File: src/design/fdhp_params.svh
// constants for the floppy dma host port block
`ifndef FDHP_PARAMS_SVH
`define FDHP_PARAMS_SVH

// relative port numbers inside the four port block
`define FDHP_PORT_MAIN_STATUS 2'h0
`define FDHP_PORT_DATA        2'h1
`define FDHP_PORT_IRQ_DMA     2'h2
`define FDHP_PORT_SERIAL      2'h3

// field positions
`define FDHP_BIT_D7           7
`define FDHP_BIT_D0           0
`define FDHP_BASE_MSB         7
`define FDHP_BASE_LSB         2

// interrupt jumper codes: 0..7 vectored lines, 8 general line, above none
`define FDHP_ROUTE_GENERAL    4'h8

// reset values
`define FDHP_RST_ROM_EN       1'b1
`define FDHP_RST_SER_LATCH    1'b0
`define FDHP_RST_TXD          1'b1

// timing: drive poll step of the scanner
`define FDHP_CLK_HZ           25000000
`define FDHP_SCAN_US          100
// cycles per microsecond first, so the product stays inside 32 bits
`define FDHP_SCAN_CYCLES      (`FDHP_SCAN_US * (`FDHP_CLK_HZ / 1000000))

`endif

File: src/design/fdhp_pkg.sv
// types for the floppy dma host port block
package fdhp_pkg;

  // access phase of the host port block
  typedef enum logic [0:0]
  {
    FDHP_IDLE   = 1'b0,
    FDHP_ACCESS = 1'b1
  } fdhp_phase_t;

  // host i/o request, one cycle strobes
  typedef struct packed
  {
    logic       rd;
    logic       wr;
    logic [7:0] addr;
    logic [7:0] wdata;
  } fdhp_io_req_t;

  // strobes toward the embedded disk controller chip
  typedef struct packed
  {
    logic       cs;
    logic       rd;
    logic       wr;
    logic       a0;
    logic [7:0] wdata;
  } fdhp_chip_bus_t;

  // state of the host port block apart from the drive poll scanner
  typedef struct packed
  {
    fdhp_phase_t    phase;
    logic           rd_pend;
    logic [1:0]     port;
    logic [7:0]     rdata;
    logic           rdata_valid;
    fdhp_chip_bus_t chip;
    logic [23:0]    dma_addr;
    logic           ser_latch;
    logic           rom_en;
    logic           txd;
    logic           motor_on;
    logic [7:0]     vect_irq;
    logic           gen_irq;
  } fdhp_state_t;

  // state of the drive poll scanner
  typedef struct packed
  {
    logic [11:0] cnt;
    logic [1:0]  sel;
    logic        step;
  } fdhp_scan_t;

endpackage

File: src/design/fdhp_drive_scan.sv
// drive select poll scanner of the embedded disk controller chip
`timescale 1ns/1ns
`default_nettype none
`include "fdhp_params.svh"

module fdhp_drive_scan
  import fdhp_pkg::*;
(
  // clock and reset
  input  wire logic       mclk_i,
  input  wire logic       rst_i,
  // drive select lines and poll step strobe
  output logic [1:0]      drive_sel_o,
  output logic            scan_step_o
);

  localparam logic [11:0] SCAN_LAST = 12'(`FDHP_SCAN_CYCLES - 1);

  fdhp_scan_t st;
  fdhp_scan_t next_st;

  // divider makes a one cycle step enable; poll runs even when idle
  always_comb
  begin
    next_st      = st;
    next_st.step = 1'b0;
    if (st.cnt == SCAN_LAST)
    begin
      next_st.cnt  = 12'h000;
      next_st.step = 1'b1;
      next_st.sel  = st.sel + 2'h1;
    end
    else
    begin
      next_st.cnt = st.cnt + 12'h001;
    end
  end

  // state register
  always_ff @(posedge mclk_i or posedge rst_i)
  begin
    if (rst_i)
    begin
      st <= '0;
    end
    else
    begin
      st <= next_st;
    end
  end

  assign drive_sel_o = st.sel;
  assign scan_step_o = st.step;

endmodule
`default_nettype wire

File: src/design/fdhp_ports.sv
// host i/o port block of the dma floppy controller board
`timescale 1ns/1ns
`default_nettype none
`include "fdhp_params.svh"

module fdhp_ports
  import fdhp_pkg::*;
(
  // clock and reset
  input  wire logic          mclk_i,
  input  wire logic          rst_i,
  // host i/o bus
  input  wire fdhp_io_req_t  io_req_i,
  output logic [7:0]         io_rdata_o,
  output logic               io_rdata_valid_o,
  output logic               io_busy_o,
  // board configuration
  input  wire logic [5:0]    address_switch_bank_on_i,
  input  wire logic          motor_select_switch_on_i,
  input  wire logic [3:0]    irq_route_sel_i,
  // embedded disk controller chip
  output fdhp_chip_bus_t     disk_controller_chip_o,
  input  wire logic [7:0]    disk_controller_chip_rdata_i,
  input  wire logic          disk_chip_irq_i,
  output logic [1:0]         drive_sel_o,
  output logic               scan_step_o,
  // dma address and startup rom
  output logic [23:0]        dma_addr_o,
  output logic               startup_rom_en_o,
  // serial line and motor
  input  wire logic          serial_rxd_i,
  output logic               serial_txd_o,
  output logic               motor_on_o,
  // bus interrupt lines, active high here
  output logic [7:0]         vect_irq_o,
  output logic               gen_irq_o
);

  fdhp_state_t st;
  fdhp_state_t next_st;

  // base compare: a closed switch reads as zero in the address
  function automatic logic fdhp_hit(input logic [7:0] addr, input logic [5:0] sw_on);
    fdhp_hit = (addr[`FDHP_BASE_MSB:`FDHP_BASE_LSB] == ~sw_on);
  endfunction

  // jumper decode of the chip interrupt onto one bus line
  function automatic logic [8:0] fdhp_route(input logic [3:0] sel, input logic irq);
    logic [8:0] lines;
    lines = 9'h000;
    if (sel < `FDHP_ROUTE_GENERAL)
    begin
      lines[sel[2:0]] = irq;
    end
    else if (sel == `FDHP_ROUTE_GENERAL)
    begin
      lines[8] = irq;
    end
    fdhp_route = lines;
  endfunction

  logic       req_hit;
  logic [1:0] req_port;
  logic [8:0] route_lines;

  // only i/o strobes are decoded; the block never answers memory cycles
  assign req_hit     = fdhp_hit(io_req_i.addr, address_switch_bank_on_i);
  assign req_port    = io_req_i.addr[1:0];
  assign route_lines = fdhp_route(irq_route_sel_i, disk_chip_irq_i);

  // next state: take a request in idle, finish it one cycle later
  always_comb
  begin
    next_st             = st;
    next_st.rdata_valid = 1'b0;
    next_st.chip.cs     = 1'b0;
    next_st.chip.rd     = 1'b0;
    next_st.chip.wr     = 1'b0;
    next_st.vect_irq    = route_lines[7:0];
    next_st.gen_irq     = route_lines[8];

    case (st.phase)
      FDHP_IDLE:
      begin
        if (req_hit && (io_req_i.rd || io_req_i.wr))
        begin
          next_st.phase   = FDHP_ACCESS;
          next_st.port    = req_port;
          next_st.rd_pend = io_req_i.rd;
          if (io_req_i.rd)
          begin
            // ports 0 and 1 read the chip; a0 picks status or data
            if (req_port == `FDHP_PORT_MAIN_STATUS || req_port == `FDHP_PORT_DATA)
            begin
              next_st.chip.cs = 1'b1;
              next_st.chip.rd = 1'b1;
              next_st.chip.a0 = req_port[0];
            end
          end
          else
          begin
            case (req_port)
              `FDHP_PORT_MAIN_STATUS:
              begin
                // status is read only, so a write is dropped here
                next_st.phase = FDHP_ACCESS;
              end
              `FDHP_PORT_DATA:
              begin
                next_st.chip.cs    = 1'b1;
                next_st.chip.wr    = 1'b1;
                next_st.chip.a0    = 1'b1;
                next_st.chip.wdata = io_req_i.wdata;
              end
              `FDHP_PORT_IRQ_DMA:
              begin
                // push: older bytes move up, so msb first ends on top
                next_st.dma_addr = {st.dma_addr[15:0], io_req_i.wdata};
              end
              `FDHP_PORT_SERIAL:
              begin
                next_st.ser_latch = io_req_i.wdata[`FDHP_BIT_D7];
                if (!io_req_i.wdata[`FDHP_BIT_D0])
                begin
                  next_st.rom_en = 1'b0;
                end
              end
              default:
              begin
                next_st.phase = FDHP_ACCESS;
              end
            endcase
          end
        end
      end
      FDHP_ACCESS:
      begin
        // requests in this cycle are ignored; busy shows it
        next_st.phase = FDHP_IDLE;
        if (st.rd_pend)
        begin
          next_st.rdata_valid = 1'b1;
          next_st.rdata       = 8'h00;
          case (st.port)
            `FDHP_PORT_MAIN_STATUS,
            `FDHP_PORT_DATA:
            begin
              next_st.rdata = disk_controller_chip_rdata_i;
            end
            `FDHP_PORT_IRQ_DMA:
            begin
              next_st.rdata[`FDHP_BIT_D7] = disk_chip_irq_i;
            end
            `FDHP_PORT_SERIAL:
            begin
              next_st.rdata[`FDHP_BIT_D7] = serial_rxd_i;
            end
            default:
            begin
              next_st.rdata = 8'h00;
            end
          endcase
        end
        next_st.rd_pend = 1'b0;
      end
      default:
      begin
        next_st.phase = FDHP_IDLE;
      end
    endcase

    // latch one is spacing, so the line level is its inverse;
    // with the motor switch on the line parks at marking
    if (motor_select_switch_on_i)
    begin
      next_st.motor_on = next_st.ser_latch;
      next_st.txd      = 1'b1;
    end
    else
    begin
      next_st.motor_on = 1'b0;
      next_st.txd      = ~next_st.ser_latch;
    end
  end

  // state register; reset leaves the serial line marking, rom on
  always_ff @(posedge mclk_i or posedge rst_i)
  begin
    if (rst_i)
    begin
      st           <= '0;
      st.ser_latch <= `FDHP_RST_SER_LATCH;
      st.txd       <= `FDHP_RST_TXD;
      st.rom_en    <= `FDHP_RST_ROM_EN;
    end
    else
    begin
      st <= next_st;
    end
  end

  // poll scanner of the controller chip
  fdhp_drive_scan u_scan
  (
    .mclk_i      (mclk_i),
    .rst_i       (rst_i),
    .drive_sel_o (drive_sel_o),
    .scan_step_o (scan_step_o)
  );

  // outputs straight from the state register
  assign io_rdata_o             = st.rdata;
  assign io_rdata_valid_o       = st.rdata_valid;
  assign io_busy_o              = (st.phase == FDHP_ACCESS);
  assign disk_controller_chip_o = st.chip;
  assign dma_addr_o             = st.dma_addr;
  assign startup_rom_en_o       = st.rom_en;
  assign serial_txd_o           = st.txd;
  assign motor_on_o             = st.motor_on;
  assign vect_irq_o             = st.vect_irq;
  assign gen_irq_o              = st.gen_irq;

endmodule
`default_nettype wire

File: config.mk
export PLATFORM = sky130hd
export DESIGN_NAME = fdhp_ports
export DESIGN_NICKNAME = d
export VERILOG_FILES = /design/src/design/fdhp_pkg.sv /design/src/design/fdhp_drive_scan.sv /design/src/design/fdhp_ports.sv
export VERILOG_INCLUDE_DIRS = /design/src /design/src/design
export SDC_FILE = /design/constraint.sdc
export NUM_CORES = 1
export LEC_CHECK = 0
export BUFFER_PORTS_ARGS = -buffer_cell sky130_fd_sc_hd__buf_2
export CORE_AREA = 2 2 72 108
export DETAILED_ROUTE_END_ITERATION = 8
export DIE_AREA = 0 0 74 110
export GPL_TIMING_DRIVEN = 0
export MAX_ROUTING_LAYER = met4
export PLACE_DENSITY = 0.73
export SLEW_MARGIN = 10
export SYNTH_ARGS = -nofsm -noshare
export SYNTH_HDL_FRONTEND = slang
export SYNTH_SLANG_ARGS = --single-unit
File: constraint.sdc
create_clock -name mclk_i -period 2.8 [get_ports mclk_i]
set_clock_uncertainty 0.05 [all_clocks]
set_input_delay 0.14 -clock mclk_i [delete_from_list [all_inputs] [get_ports mclk_i]]
set_output_delay 0.14 -clock mclk_i [all_outputs]
set_load 0.02 [all_outputs]
==> reports/metrics.csv <==
stage,metric,value,unit
logic_synthesis,Cell variety after synth,39,
floorplan,Initial Utilization,0.491,
logic_synthesis,sequential share of the synthesized area,0.547,
clocking,clk buf depth,2,
floorplan,DIE HEIGHT,110,µm
grt,wire length of the first global-routing pass,11300,µm
floorplan,Rows,38,
logic_synthesis,Cells after Synth,295,
clocking,Clock Latency Late Sink,0.36,ns
routing,WL met1,2820,µm
clocking,post-cts gate resize count,0,
power_and_ir_drop,power after layout,0.00267,W
power_and_ir_drop,peak supply drop,0.355,mV
logic_synthesis,largest area contributor in the netlist,dfrtp_1,
final_layout,"Non-Filler Cell Area, Final",4620,µm²
setup_path,WS Path Type,reg -> reg,
routing,Routed Wire Length,6900,µm
grt,vias in the first global route,2567,
sta,final worst-path cycle share,0.876,
logic_synthesis,Post-synth top cells,"dfrtp_1 (75), buf_4 (54), mux2_2 (33), nand2_1 (17), nor2_1 (16)",
logic_synthesis,main area contributors after synthesis,"dfrtp_1 (53%), buf_4 (12%), mux2_2 (11%), xor2_1 (2.0%), nand2_1 (1.8%)",
sta,RSZ-0062 raised after global routing,false,
grt,grt ovf,0,
sta,fin crit period,2.45,ns
run_status,status,"finished, final reports clean",
sta,Setup TNS Final,0,ns
routing,initial drt markers,104,
logic_synthesis,most common cell in the synthesized netlist,dfrtp_1,
sta,Fmax achieved,408,MHz
routing,met2 WL,3500,µm
setup_path,CP Capture Type,flip-flop,
floorplan,Core ar.,7180,µm²
clocking,clock sink count,77,
final_layout,number of nets in the layout,472,
flow_run,MaxCap Viol Count,0,
sta,final number of hold-violating endpoints,0,
logic_synthesis,Synth Area per Inst,11.9,µm²
setup_path,"Max FO, Critical Path",4,
place,post-DP HPWL,4830,µm
logic_synthesis,Post-synth top flop,dfrtp_1,
final_layout,# fillers,597,
logic_synthesis,Yosys reg bits,77,
floorplan,I/O pin count,102,
sta,final setup fails,0,
routing,routed vias/inst,4.61,
place,Area after DPL,4190,µm²
clocking,number of buffers created by CTS,9,
power_and_ir_drop,pwr dens,578,nW/µm²
hold_path,min-delay worst type,in -> reg,
final_layout,final core utilization,0.643,
logic_synthesis,Post-synth EDFFs,0,
routing,Top Layer Used,met4,
floorplan,Die Area,8140,µm²
floorplan,Die W,74,µm
sta,WHS,0.0468,ns
logic_synthesis,warnings from Yosys,0,
logic_synthesis,asr flop ratio synth,1.00,
logic_synthesis,Yosys top cell area share,0.532,
routing,Vias,2469,
clocking,CTS Hold Bufs,22,
clocking,CTS tree,built,
routing,post-route ant nets,0,
sta,Worst Max-Slew Pin Slew,0.586,ns
setup_path,CP arrival,2.70,ns
grt,pin count of the biggest net entering global routing,46,
setup_path,Critical Path RT,3.05,ns
clocking,H-tree depth,3,
clocking,CTS Root Cell,clkbuf_8,
final_layout,number of diodes,0,
setup_path,Worst setup SP type,flip-flop,
place,IO buf count,101,
routing,residual DRC count,0,
place,final RePlAce weighted congestion,0.843,
grt,antenna violations before repair,0,
routing,met3 wire length,400,µm
routing,Detailed Routing Iterations Pass 1,4,
clocking,"CTS clk-pin slew, worst paths",0.07,ns
routing,per-cell routed wire length,12.9,µm
logic_synthesis,Synth Cell Area,3520,µm²
final_layout,Synth-to-Final Area Change,31.0,%
sta,max-slew violations,0,
sta,relative slew slack,0.607,
grt,All-Layer GR Usage,0.190,
logic_synthesis,syn_nets,337,
clocking,Post-CTS Setup Bufs,0,
final_layout,proportion of layout cells with a drive suffix above 1,0.499,
power_and_ir_drop,Leak Pwr,2.52,nW
worst paths after layout:
check	startpoint	endpoint	slack [ns]	cells past startpoint
max	io_busy_o$_DFF_PP0_	motor_on_o$_DFF_PP0_	0.35	5
min	io_req_i[7]	dma_addr_o[7]$_DFFE_PP0P_	0.05	2
max reg2reg	io_busy_o$_DFF_PP0_	motor_on_o$_DFF_PP0_	0.35	5
min reg2reg	u_scan.st[3]$_DFF_PP0_	u_scan.st[3]$_DFF_PP0_	0.41	1
max in group asynchronous	rst_i	startup_rom_en_o$_DFFE_PP1P_	1.81	4
min in group asynchronous	rst_i	vect_irq_o[7]$_DFF_PP0_	0.28	3
metrics by stage:
stage,std cells,setup WS (ns)
after floorplan,295,0.633
after global placement,496,-0.190
after detailed placement,497,0.498
after CTS,535,0.356
after global routing,535,0.232
final,535,0.348
placed cells by master, fill, tap and decap left out, types with 2 or more instances in the layout:
cell type      count
dlygate4sd3_1     22
nand2b_1          10
clkbuf_8          12
and4_1             2
nand2_1           17
nor2_1            16
xor2_1             8
nand3_1            6
nand4_1            5
inv_1              6
clkbuf_1           4
nor3_1             6
xnor2_1            7
buf_6              2
o2bb2ai_1          2
mux2_2            33
buf_2            101
nor2b_1            3
mux2i_1            3
buf_4             54
or4b_2             2
dfstp_2            2
nand3b_1           4
o21ai_0           11
dfrtp_1           75
layout make-up:
type | instances | area (µm²) | share of cell area
plain buffers | 60 | 443 | 0.0959
multi-input cells | 151 | 1130 | 0.244
flip-flops and latches | 77 | 1930 | 0.418
inverters | 7 | 28.8 | 0.00623
repair buffers | 124 | 753 | 0.163
well taps | 100 | 125 | 0.0271
clock inverters | 3 | 42.5 | 0.00921
clock buffers | 13 | 169 | 0.0366
critical path, stage by stage, from the launching register on:
cell	delay (ns)
dfrtp_1	0.40
o21bai_1	0.18
or4_4	0.46
nor3_1	0.49
mux2i_1	0.25
dlygate4sd3_1	0.56
per-layer routing:
| layer | vias up | track usage |
|---|---|---|
| li1 | 1211 | - |
| met1 | 1159 | 0.213 |
| met2 | 86 | 0.314 |
| met3 | 13 | 0.0273 |
| met4 | 0 | 0.122 |
| met5 | - | - |
state kept, by name (all words and copies together), names as in the netlist, 2 cells and up:
register / count
u_scan.drive_sel_o: 2
dma_addr_o: 24
u_scan.st: 12
st: 4
vect_irq_o: 8
disk_controller_chip_o: 12
io_rdata_o: 8
power breakdown:
group          internal [W]  switching (W)  total (W)
registers           0.00121      0.0000505    0.00126
clock network      0.000484       0.000397   0.000880
logic              0.000265       0.000264   0.000529
total               0.00196       0.000711    0.00267
cell families after synthesis:
| kind of cell | after synthesis | synth area share |
|---|---|---|
| AOI/OAI and AO/OA | 19 | 0.0362 |
| xor gates and xnor gates | 15 | 0.0373 |
| adders and majority gates | 1 | 0.00355 |
| buffers and inverters | 67 | 0.133 |
| DFF | 77 | 0.547 |
| muxes | 37 | 0.117 |
| and+or+nand+nor | 79 | 0.125 |
Power figures use the tool's default switching activity.
